## config.mk

```make
export PLATFORM = sky130hd
export DESIGN_NAME = uscsr_dev_flat
export DESIGN_NICKNAME = d
export VERILOG_FILES = /design/src/core/uscsr_pkg.sv /design/src/core/uscsr_link_if.sv /design/src/core/uscsr_dev.sv /design/src/flat_wrapper.sv
export SDC_FILE = /design/constraint.sdc
export NUM_CORES = 1
export LEC_CHECK = 0
export BUFFER_PORTS_ARGS = -buffer_cell sky130_fd_sc_hd__buf_2
export CORE_MARGIN = 2
export CORE_UTILIZATION = 40
export DETAILED_ROUTE_END_ITERATION = 16
export PLACE_DENSITY_LB_ADDON = 0.08
export SKIP_LAST_GASP = 1
export SLEW_MARGIN = 20
export SYNTH_ARGS = -nofsm -noshare
export SYNTH_HDL_FRONTEND = slang
export SYNTH_SLANG_ARGS = --single-unit
```

## constraint.sdc

```tcl
create_clock -name i_sys_clk -period 3.6 [get_ports i_sys_clk]
set_input_delay 0.36 -clock i_sys_clk [delete_from_list [all_inputs] [get_ports i_sys_clk]]
set_output_delay 0.36 -clock i_sys_clk [all_outputs]
set_load 0.1 [all_outputs]
```

## src/core/uscsr_pkg.sv

```systemverilog
// Purpose: shared constants and types for the usb engine control/status block
// Assumes: 8-bit device registers on a 5-bit register address, 32-bit AXI4-Lite words
// Notes:   controller register offsets are byte addresses of aligned words
package uscsr_pkg;

  // device register offsets
  localparam logic [4:0] REG_CLK_EP     = 5'h02;
  localparam logic [4:0] REG_ADDR_WAKE  = 5'h03;
  localparam logic [4:0] REG_HALT       = 5'h04;
  localparam logic [4:0] REG_ENG_STAT   = 5'h05;

  // clock_endpoint_select_ctrl fields
  localparam int unsigned CES_SYSTEM_CLOCK_SELECT_SEL = 6;
  localparam int unsigned CES_SUSP_TEST  = 4;
  localparam int unsigned CES_CLK_EN     = 3;
  localparam int unsigned CES_EP_SEL_LSB = 0;
  localparam logic [7:0]  CES_RST        = 8'h00;

  // device_address_wakeup fields
  localparam int unsigned AWK_ADDR_LSB   = 1;
  localparam int unsigned AWK_WAKE_EN    = 0;
  localparam logic [7:0]  AWK_RST        = 8'h00;

  // endpoint_halt_flags
  localparam int unsigned EP_COUNT       = 6;
  localparam logic [5:0]  HALT_RST       = 6'h3F;
  localparam logic [2:0]  EP_SEL_MAX     = 3'h5;

  // engine_token_status fields
  localparam int unsigned ES_NAK_MASK    = 7;
  localparam int unsigned ES_TXN_DONE    = 6;
  localparam int unsigned ES_XFER_ERR    = 5;
  localparam int unsigned ES_NAK         = 4;
  localparam int unsigned ES_IN          = 3;
  localparam int unsigned ES_OUT         = 2;
  localparam int unsigned ES_EP0_FAULT   = 1;
  localparam int unsigned ES_ADDR_DEFER  = 0;
  localparam logic [7:0]  ES_RST         = 8'h00;

  // pll multiplier towards the 48 MHz bit clock
  localparam logic [3:0]  PLL_MULT_12MHZ = 4'h4;
  localparam logic [3:0]  PLL_MULT_6MHZ  = 4'h8;

  typedef enum logic [1:0] {
    USCSR_TOK_OUT   = 2'h0,
    USCSR_TOK_IN    = 2'h1,
    USCSR_TOK_SETUP = 2'h2,
    USCSR_TOK_SOF   = 2'h3
  } uscsr_tok_t;

  // controller AXI4-Lite register map
  localparam logic [3:0]  CSR_XFER       = 4'h0;
  localparam logic [3:0]  CSR_STATUS     = 4'h4;
  localparam logic [3:0]  CSR_CTRL       = 4'h8;
  localparam int unsigned XFER_WE_BIT    = 16;
  localparam int unsigned XFER_ADDR_LSB  = 8;
  localparam int unsigned ST_BUSY        = 0;
  localparam int unsigned ST_REFUSED     = 1;
  localparam int unsigned ST_GUARD_HIT   = 2;
  localparam int unsigned ST_RDATA_LSB   = 8;
  localparam int unsigned CTRL_AUTO_OFF  = 0;
  localparam logic        CTRL_AUTO_RST  = 1'b1;
  localparam logic [1:0]  AXI_OKAY       = 2'h0;
  localparam logic [1:0]  AXI_SLVERR     = 2'h2;

  typedef enum logic {
    USCSR_CTL_IDLE = 1'b0,
    USCSR_CTL_REQ  = 1'b1
  } uscsr_ctl_state_t;

endpackage

```

## src/core/uscsr_link_if.sv

```systemverilog
// Purpose: register link between the engine registers and their controller
// Assumes: both ends on i_sys_clk; req held until ack
// Notes:   ack is a one-cycle pulse, rdata valid with it
`timescale 1ns/1ps
`default_nettype none
interface uscsr_link_if;
  logic       req;
  logic       we;
  logic [4:0] addr;
  logic [7:0] wdata;
  logic       ack;
  logic [7:0] rdata;

  modport dev (
    input  req,
    input  we,
    input  addr,
    input  wdata,
    output ack,
    output rdata
  );

  modport ctl (
    output req,
    output we,
    output addr,
    output wdata,
    input  ack,
    input  rdata
  );
endinterface
`default_nettype wire

```

## src/core/uscsr_dev.sv

```systemverilog
// Purpose: control and status registers of the usb serial engine
// Assumes: engine event inputs are one-cycle pulses on i_sys_clk
// Notes:   registers reached only through the link; unmapped reads return zero
// Function
// - select bit picks 12 or 6 MHz reference
// - test mode turns band-gap off in suspend
// - controller keeps test mode clear while suspended
// - clock enable bit runs or stops usb clock
// - controller stops usb clock after host suspend
// - three-bit select picks endpoint fifo zero..five
// - reserved select codes enable no fifo function
// - seven-bit address in bits seven..one, zero start
// - bit zero enables remote wake-up, resets zero
// - six halt bits, software sets, reset high
// - bus reset clears halts; setup clears ep0
// - nak mask suppresses endpoint zero nak interrupt
// - done flag low during transaction, rises at end
// - crc, pid, token errors set error flag
// - nak flag set when engine answers nak
// - in flag shows current ep0 token is IN
// - out flag on ep0 OUT, not zero length
// - ep0 fifo access error sets fault flag
// - address adopted at once when not deferred
// - deferred address adopted after status IN read
// - unimplemented bits read as zero
`timescale 1ns/1ps
`default_nettype none
module uscsr_dev (
  input  wire logic                  i_sys_clk,
  input  wire logic                  i_rst_n,
  uscsr_link_if.dev                  link,
  input  wire logic                  i_bus_reset,
  input  wire logic                  i_bus_suspended,
  input  wire logic                  i_tok_valid,
  input  wire uscsr_pkg::uscsr_tok_t i_tok_pid,
  input  wire logic [3:0]            i_tok_ep,
  input  wire logic                  i_txn_end,
  input  wire logic                  i_crc_err,
  input  wire logic                  i_pid_err,
  input  wire logic                  i_token_incomplete,
  input  wire logic                  i_nak_sent,
  input  wire logic                  i_ep0_out_data,
  input  wire logic                  i_ep0_out_zero_len,
  input  wire logic                  i_ep0_fifo_err,
  input  wire logic                  i_status_in_read,
  input  wire logic                  i_ep0_irq_en,
  output logic                       o_ref_is_6mhz,
  output logic [3:0]                 o_pll_mult,
  output logic                       o_suspend_test_mode,
  output logic                       o_bandgap_off,
  output logic                       o_bus_clock_en,
  output logic [2:0]                 o_ep_sel,
  output logic                       o_ep_sel_valid,
  output logic [5:0]                 o_ep_fifo_sel,
  output logic [6:0]                 o_device_address,
  output logic                       o_remote_wakeup_en,
  output logic [5:0]                 o_ep_halt,
  output logic                       o_ep0_nak_irq
);

  logic       ack_r;
  logic [7:0] rdata_r;
  logic       take;
  logic       wr_ces;
  logic       wr_awk;
  logic       wr_halt;
  logic       wr_es;
  logic       setup_ep0;
  logic       ep0_tok;
  logic [7:0] rd_mux;

  logic       system_clock_select_sel_r;
  logic       susp_test_r;
  logic       clk_en_r;
  logic [2:0] ep_sel_r;
  logic [7:0] awk_r;
  logic [6:0] act_addr_r;
  logic       addr_pend_r;
  logic [5:0] halt_r;
  logic [5:0] halt_nxt;
  logic       nak_mask_r;
  logic       txn_done_r;
  logic       xfer_err_r;
  logic       nak_r;
  logic       in_r;
  logic       out_r;
  logic       fault_r;
  logic       defer_r;
  logic [5:0] ep_onehot;

  // one request per req assertion: ack blocks the retake while req is still high
  assign take      = link.req & ~ack_r;
  assign wr_ces    = take & link.we & (link.addr == uscsr_pkg::REG_CLK_EP);
  assign wr_awk    = take & link.we & (link.addr == uscsr_pkg::REG_ADDR_WAKE);
  assign wr_halt   = take & link.we & (link.addr == uscsr_pkg::REG_HALT);
  assign wr_es     = take & link.we & (link.addr == uscsr_pkg::REG_ENG_STAT);
  assign ep0_tok   = i_tok_valid & (i_tok_ep == 4'h0);
  assign setup_ep0 = ep0_tok & (i_tok_pid == uscsr_pkg::USCSR_TOK_SETUP);

  always_comb
  begin
    rd_mux = 8'h00;
    unique case (link.addr)
      uscsr_pkg::REG_CLK_EP:
      begin
        rd_mux[uscsr_pkg::CES_SYSTEM_CLOCK_SELECT_SEL] = system_clock_select_sel_r;
        rd_mux[uscsr_pkg::CES_SUSP_TEST]  = susp_test_r;
        rd_mux[uscsr_pkg::CES_CLK_EN]     = clk_en_r;
        rd_mux[2:0]                       = ep_sel_r;
      end
      uscsr_pkg::REG_ADDR_WAKE: rd_mux = awk_r;
      uscsr_pkg::REG_HALT:      rd_mux = {2'h0, halt_r};
      uscsr_pkg::REG_ENG_STAT:
        rd_mux = {nak_mask_r, txn_done_r, xfer_err_r, nak_r, in_r, out_r, fault_r, defer_r};
      default:                  rd_mux = 8'h00;
    endcase
  end

  always_ff @(posedge i_sys_clk)
  begin
    if (!i_rst_n)
    begin
      ack_r   <= 1'b0;
      rdata_r <= 8'h00;
    end
    else
    begin
      ack_r <= take;
      if (take && !link.we)
        rdata_r <= rd_mux;
    end
  end

  assign link.ack   = ack_r;
  assign link.rdata = rdata_r;

  always_ff @(posedge i_sys_clk)
  begin
    if (!i_rst_n)
    begin
      system_clock_select_sel_r <= uscsr_pkg::CES_RST[uscsr_pkg::CES_SYSTEM_CLOCK_SELECT_SEL];
      susp_test_r  <= uscsr_pkg::CES_RST[uscsr_pkg::CES_SUSP_TEST];
      clk_en_r     <= uscsr_pkg::CES_RST[uscsr_pkg::CES_CLK_EN];
      ep_sel_r     <= uscsr_pkg::CES_RST[2:0];
    end
    else if (wr_ces)
    begin
      system_clock_select_sel_r <= link.wdata[uscsr_pkg::CES_SYSTEM_CLOCK_SELECT_SEL];
      susp_test_r  <= link.wdata[uscsr_pkg::CES_SUSP_TEST];
      clk_en_r     <= link.wdata[uscsr_pkg::CES_CLK_EN];
      ep_sel_r     <= link.wdata[2:0];
    end
  end

  assign o_ref_is_6mhz       = system_clock_select_sel_r;
  assign o_pll_mult          = system_clock_select_sel_r ? uscsr_pkg::PLL_MULT_6MHZ : uscsr_pkg::PLL_MULT_12MHZ;
  assign o_suspend_test_mode = susp_test_r;
  // band-gap only drops while suspended; outside suspend the bit has no effect
  assign o_bandgap_off       = susp_test_r & i_bus_suspended;
  assign o_bus_clock_en      = clk_en_r;
  assign o_ep_sel            = ep_sel_r;
  assign o_ep_sel_valid      = (ep_sel_r <= uscsr_pkg::EP_SEL_MAX);

  always_comb
  begin
    ep_onehot = 6'h00;
    for (int i = 0; i < uscsr_pkg::EP_COUNT; i++)
      if (ep_sel_r == i[2:0])
        ep_onehot[i] = 1'b1;
  end

  // 11x matches no bit, so no fifo path is opened
  assign o_ep_fifo_sel = ep_onehot;

  always_ff @(posedge i_sys_clk)
  begin
    if (!i_rst_n)
    begin
      awk_r       <= uscsr_pkg::AWK_RST;
      act_addr_r  <= uscsr_pkg::AWK_RST[7:1];
      addr_pend_r <= 1'b0;
    end
    else if (wr_awk)
    begin
      awk_r <= link.wdata;
      if (!defer_r)
      begin
        act_addr_r  <= link.wdata[7:1];
        addr_pend_r <= 1'b0;
      end
      else
        addr_pend_r <= 1'b1;
    end
    else if (i_status_in_read && addr_pend_r)
    begin
      act_addr_r  <= awk_r[7:1];
      addr_pend_r <= 1'b0;
    end
  end

  assign o_device_address   = act_addr_r;
  assign o_remote_wakeup_en = awk_r[uscsr_pkg::AWK_WAKE_EN];

  // hardware clears beat a software write in the same cycle: a stale halt must not survive setup
  always_comb
  begin
    halt_nxt = wr_halt ? link.wdata[5:0] : halt_r;
    if (setup_ep0)
      halt_nxt[0] = 1'b0;
    if (i_bus_reset)
      halt_nxt = 6'h00;
  end

  always_ff @(posedge i_sys_clk)
  begin
    if (!i_rst_n)
      halt_r <= uscsr_pkg::HALT_RST;
    else
      halt_r <= halt_nxt;
  end

  assign o_ep_halt = halt_r;

  always_ff @(posedge i_sys_clk)
  begin
    if (!i_rst_n)
    begin
      nak_mask_r <= uscsr_pkg::ES_RST[uscsr_pkg::ES_NAK_MASK];
      defer_r    <= uscsr_pkg::ES_RST[uscsr_pkg::ES_ADDR_DEFER];
    end
    else if (wr_es)
    begin
      nak_mask_r <= link.wdata[uscsr_pkg::ES_NAK_MASK];
      defer_r    <= link.wdata[uscsr_pkg::ES_ADDR_DEFER];
    end
  end

  // sticky flags: a hardware set in the clearing cycle wins
  always_ff @(posedge i_sys_clk)
  begin
    if (!i_rst_n)
    begin
      xfer_err_r <= uscsr_pkg::ES_RST[uscsr_pkg::ES_XFER_ERR];
      fault_r    <= uscsr_pkg::ES_RST[uscsr_pkg::ES_EP0_FAULT];
      out_r      <= uscsr_pkg::ES_RST[uscsr_pkg::ES_OUT];
    end
    else
    begin
      xfer_err_r <= (i_crc_err | i_pid_err | i_token_incomplete) |
                    (wr_es ? link.wdata[uscsr_pkg::ES_XFER_ERR] : xfer_err_r);
      fault_r    <= i_ep0_fifo_err | (wr_es ? link.wdata[uscsr_pkg::ES_EP0_FAULT] : fault_r);
      if (i_ep0_out_data && !i_ep0_out_zero_len)
        out_r <= 1'b1;
      else if (setup_ep0)
        out_r <= 1'b0;
      else if (wr_es)
        out_r <= link.wdata[uscsr_pkg::ES_OUT];
    end
  end

  always_ff @(posedge i_sys_clk)
  begin
    if (!i_rst_n)
    begin
      txn_done_r <= uscsr_pkg::ES_RST[uscsr_pkg::ES_TXN_DONE];
      nak_r      <= uscsr_pkg::ES_RST[uscsr_pkg::ES_NAK];
      in_r       <= uscsr_pkg::ES_RST[uscsr_pkg::ES_IN];
    end
    else
    begin
      if (i_txn_end)
        txn_done_r <= 1'b1;
      else if (i_tok_valid)
        txn_done_r <= 1'b0;
      if (i_nak_sent)
        nak_r <= 1'b1;
      else if (i_tok_valid)
        nak_r <= 1'b0;
      if (i_tok_valid)
        in_r <= ep0_tok & (i_tok_pid == uscsr_pkg::USCSR_TOK_IN);
    end
  end

  always_ff @(posedge i_sys_clk)
  begin
    if (!i_rst_n)
      o_ep0_nak_irq <= 1'b0;
    else
      o_ep0_nak_irq <= i_nak_sent & (i_tok_ep == 4'h0) & ~nak_mask_r & i_ep0_irq_en;
  end

endmodule
`default_nettype wire

```

## src/flat_wrapper.sv

```systemverilog
// flat-port wrapper written by rule: the top's interface ports become plain ports
module uscsr_dev_flat 
  (i_sys_clk, i_rst_n, i_bus_reset, i_bus_suspended, i_tok_valid, i_tok_pid, i_tok_ep, i_txn_end, i_crc_err, i_pid_err, i_token_incomplete, i_nak_sent, i_ep0_out_data, i_ep0_out_zero_len, i_ep0_fifo_err, i_status_in_read, i_ep0_irq_en, o_ref_is_6mhz, o_pll_mult, o_suspend_test_mode, o_bandgap_off, o_bus_clock_en, o_ep_sel, o_ep_sel_valid, o_ep_fifo_sel, o_device_address, o_remote_wakeup_en, o_ep_halt, o_ep0_nak_irq, link_req, link_we, link_addr, link_wdata, link_ack, link_rdata);
  uscsr_link_if link_i ();
  input  wire logic i_sys_clk;
  input  wire logic i_rst_n;
  input  wire logic i_bus_reset;
  input  wire logic i_bus_suspended;
  input  wire logic i_tok_valid;
  input  wire uscsr_pkg::uscsr_tok_t i_tok_pid;
  input  wire logic [3:0] i_tok_ep;
  input  wire logic i_txn_end;
  input  wire logic i_crc_err;
  input  wire logic i_pid_err;
  input  wire logic i_token_incomplete;
  input  wire logic i_nak_sent;
  input  wire logic i_ep0_out_data;
  input  wire logic i_ep0_out_zero_len;
  input  wire logic i_ep0_fifo_err;
  input  wire logic i_status_in_read;
  input  wire logic i_ep0_irq_en;
  output logic o_ref_is_6mhz;
  output logic [3:0] o_pll_mult;
  output logic o_suspend_test_mode;
  output logic o_bandgap_off;
  output logic o_bus_clock_en;
  output logic [2:0] o_ep_sel;
  output logic o_ep_sel_valid;
  output logic [5:0] o_ep_fifo_sel;
  output logic [6:0] o_device_address;
  output logic o_remote_wakeup_en;
  output logic [5:0] o_ep_halt;
  output logic o_ep0_nak_irq;
  input wire logic [$bits(link_i.req)-1:0] link_req;
  input wire logic [$bits(link_i.we)-1:0] link_we;
  input wire logic [$bits(link_i.addr)-1:0] link_addr;
  input wire logic [$bits(link_i.wdata)-1:0] link_wdata;
  output wire logic [$bits(link_i.ack)-1:0] link_ack;
  output wire logic [$bits(link_i.rdata)-1:0] link_rdata;
  assign link_i.req = link_req;
  assign link_i.we = link_we;
  assign link_i.addr = link_addr;
  assign link_i.wdata = link_wdata;
  assign link_ack = link_i.ack;
  assign link_rdata = link_i.rdata;
  uscsr_dev u_core (.i_sys_clk(i_sys_clk), .i_rst_n(i_rst_n), .link(link_i), .i_bus_reset(i_bus_reset), .i_bus_suspended(i_bus_suspended), .i_tok_valid(i_tok_valid), .i_tok_pid(i_tok_pid), .i_tok_ep(i_tok_ep), .i_txn_end(i_txn_end), .i_crc_err(i_crc_err), .i_pid_err(i_pid_err), .i_token_incomplete(i_token_incomplete), .i_nak_sent(i_nak_sent), .i_ep0_out_data(i_ep0_out_data), .i_ep0_out_zero_len(i_ep0_out_zero_len), .i_ep0_fifo_err(i_ep0_fifo_err), .i_status_in_read(i_status_in_read), .i_ep0_irq_en(i_ep0_irq_en), .o_ref_is_6mhz(o_ref_is_6mhz), .o_pll_mult(o_pll_mult), .o_suspend_test_mode(o_suspend_test_mode), .o_bandgap_off(o_bandgap_off), .o_bus_clock_en(o_bus_clock_en), .o_ep_sel(o_ep_sel), .o_ep_sel_valid(o_ep_sel_valid), .o_ep_fifo_sel(o_ep_fifo_sel), .o_device_address(o_device_address), .o_remote_wakeup_en(o_remote_wakeup_en), .o_ep_halt(o_ep_halt), .o_ep0_nak_irq(o_ep0_nak_irq));
endmodule
```

==> metrics.md <==
| Metric | Value |
|---|---|
| # rows | `27` |
| Internal power | `~0.8 mW` |
| Most common cell after layout, fill and taps aside | `buf_2` |
| Share of the synthesized area in the top cell type | `a little over two fifths` |
| Worst-margin pin slew | `a little over 0.9 ns` |
| Clock Path Buffers | `2` |
| Initial core utilization | `roughly two fifths` |
| Crit-path cells | `buf_2 -> or4b_4 -> nor3_4 -> a211oi_1 -> a211oi_2` |
| Antenna violations before repair | `0` |
| Congestion Overflow GR | `0` |
| CP Buf/Inv Count | `1` |
| DRT Wirelength | `around 5800 um` |
| Ranking of synthesized cells by area | `dfxtp_1 (42%), mux2i_1 (13%), nand2_1 (4.1%)` |
| Share of post-route cells with drive strength above 1 | `31.0%` |
| GRT Total Usage | `between 10% and 20%` |
| CTS sink cnt | `46` |
| CTS Root Cell | `clkbuf_8` |
| CP max stage delay | `roughly 0.7 ns` |
| FF+latch count, synth | `46` |
| VDD IR max | `0.235 mV` |
| DIE HEIGHT | `just under 80 um` |
| Clock network power share | `between 30% and 40%` |
| Sequential share of power | `48.5%` |
| Top FF cell, synth | `dfxtp_1` |
| Worst-path maximum fanout | `23` |
| Filler cells | `between 500 and 600` |
| CTS buffer count | `5` |
| Yosys warns | `0` |
| Leak | `~1.2 nW` |
| Critical Path Sink Type | `register` |
| First-pass DRT Iterations | `4` |
| Dpl cells | `around 370` |
| Vias in the first global route | `between 1,500 and 2,000` |
| Vias | `between 2,000 and 2,500` |
| Status | `completed` |
| Max Freq | `~500 MHz` |
| Critical path's top delay family | `simple AND/OR/NAND/NOR gates` |
| Total of max-cap violations | `0` |
| Sequential share of the synthesized area | `between 40% and 50%` |
| CTS tree | `yes` |
| Drt wl/cell | `about 16 um` |
| # resized after CTS | `0` |
| Number of diodes | `0` |
| Setup WS pre-CTS | `about 1.3 ns` |
| Mean Syn Cell Area | `around 9.5 um^2` |
| Area after detailed placement | `~2600 um^2` |
| Post-route ant nets | `0` |
| Post-route clock period utilization | `between 50% and 60%` |
| Port Buf Inserts | `75` |
| Synth area leader | `dfxtp_1` |
| Final Hold Fails | `0` |
| Startpoint types | `primary input` |
| Setup CP Type | `primary input to register` |
| Gate Count Post-Synth | `234` |
| Post-CTS Setup Inserts | `0` |
| Syn-to-layout area delta | `22.7%` |
| Setup WS post-layout | `between 1.5 and 2 ns` |
| Hold_buf cts | `0` |
| Asr flop ratio synth | `0%` |
| CP arrival | `between 2 and 2.5 ns` |
| Die area | `roughly 6100 um^2` |
| Clk_lat worst skew | `about 0.29 ns` |
| Total number of H-tree levels | `2` |
| Psw | `~0.3 mW` |
| Final setup viols | `0` |
| Most frequent cells in the layout | `buf_2 (75), dfxtp_1 (46), mux2i_1 (28)` |
| Worst EP required | `approximately 3.8 ns` |
| DIE WIDTH | `78.4 um` |
| Crit-path slowest cell | `nor3_4` |
| Max Slew Vio Count | `0` |
| Rel. slew slack | `38.8%` |
| Hold Crit Class | `primary input to register` |
| Fin area | `approximately 2700 um^2` |
| Number of synthesized flops with an enable pin | `0` |
| Largest net degree at the start of global routing | `30` |
| DP HPWL | `between 4000 and 5000 um` |
| I/O pins | `78` |
| Clock transition at path regs | `around 0.08 ns` |
| Drc violations | `0` |
| 1st-iter DRT viols | `approximately 130` |
| Distinct cells, synth | `40` |
| Clk_skew | `~0.0057 ns` |
| RSZ-0062 raised after global routing | `false` |
| Core area | `~5400 um^2` |
| Synth Cell Area | `~2200 um^2` |
| Final min period | `about 1.9 ns` |
| Pwr/cell area | `around 400 nW/um^2` |
| Cell Count, Final, Fillers Out | `375` |
| Gpl congestion | `0.761` |
| Logic pwr share | `15.4%` |
| Vias per inst | `approximately 5.4` |
| Sw Share | `around 28%` |
| Global-route wire length before repair | `~9100 um` |
| Final-stage net count | `approximately 340` |
[Yosys cell counts, drive strengths merged, types with 2 or more instances]
cell / count
a211oi: 14
a21oi: 17
a221oi: 8
a22oi: 2
and3: 8
and3b: 3
buf: 8
clkbuf: 7
dfxtp: 46
inv: 4
mux2i: 28
nand2: 24
nand2b: 2
nand3: 6
nand3b: 3
nor2: 13
nor2b: 2
nor3: 7
nor3b: 5
nor4b: 2
o211a: 2
o21ai: 7
o22ai: 2
o31ai: 5
[metrics by stage]
step           util, %  TNS (ns)  hold slack (ns)  total power [mW]
4_1_cts           49.9         0            0.262              1.10
6_report          49.9         0            0.265              1.09
3_5_place_dp      47.8         0            0.457             0.711
3_3_place_gp      47.8         0            0.452             0.710
2_1_floorplan        -    -0.555            0.418             0.660
5_1_grt           49.9         0            0.294              1.13
[worst register-to-register path, delay by kind of cell, from the launching register on]
kind               cells  cell delay, ns
AOI/OAI and AO/OA      2            0.37
DFF                    1            0.35
and+or+nand+nor        2            1.09
[power groups by stage]
stage	Sequential [mW]	Clock, mW	Combinational (mW)
2_1_floorplan	0.598	0	0.0626
3_3_place_gp	0.542	0	0.169
3_5_place_dp	0.542	0	0.169
4_1_cts	0.530	0.400	0.169
5_1_grt	0.532	0.421	0.179
6_report	0.530	0.393	0.168
[kinds of logic after synthesis]
kind of cell / after synthesis / synth area share [%]
buf+inv: 20 / 4.80
mux: 28 / 12.7
simple gates: 80 / 20.8
compound gates: 59 / 20.0
other cells: 1 / 0.169
flops: 46 / 41.6
[final cells by class]
type,instances,area [um^2],share of cell area [%]
Clock inverter,1,30.0,1.11
Tap cell,72,90.1,3.32
Clock buffer,6,82.6,3.04
Inverter,5,18.8,0.691
Multi-Input combinational cell,169,1190,43.8
Sequential cell,46,921,33.9
Timing Repair Buffer,76,383,14.1
[path summary, 6_finish.rpt]
path,endpoint,cells past startpoint,slack [ns],from
max,u_core.o_device_address[3]$_SDFFE_PN0P_,5,1.65,link_addr[4]
min,u_core.txn_done_r$_SDFFE_PN0P_,3,0.27,i_txn_end
max reg2reg,u_core.o_device_address[3]$_SDFFE_PN0P_,4,1.73,u_core.link.ack$_SDFF_PN0_
min reg2reg,u_core.link.rdata[7]$_SDFFE_PN0P_,2,0.47,u_core.link.rdata[7]$_SDFFE_PN0P_
[sequential cells by signal, summed over array words and instances, names as in the netlist]
| register | count |
|---|---|
| u_core.o_ep0_nak_irq | 1 |
| u_core.xfer_err_r | 1 |
| u_core.nak_mask_r | 1 |
| u_core.fault_r | 1 |
| u_core.addr_pend_r | 1 |
| u_core.in_r | 1 |
| u_core.o_bus_clock_en | 1 |
| u_core.nak_r | 1 |
| u_core.defer_r | 1 |
| u_core.o_ep_halt | 6 |
| u_core.o_ref_is_6mhz | 1 |
| u_core.o_suspend_test_mode | 1 |
| u_core.o_ep_sel | 3 |
| u_core.txn_done_r | 1 |
| u_core.link.rdata | 8 |
| u_core.out_r | 1 |
| u_core.awk_r | 8 |
| u_core.o_device_address | 7 |
| u_core.link.ack | 1 |
[per-layer routing]
metal,vias up,global-route usage (%),wire (um)
met5,-,0,0
met4,0,7.54,116
met3,9,3.22,222
met2,45,26.6,2520
met1,954,28.4,2990
li1,1000,-,-
(Power assumes the default switching activity.)
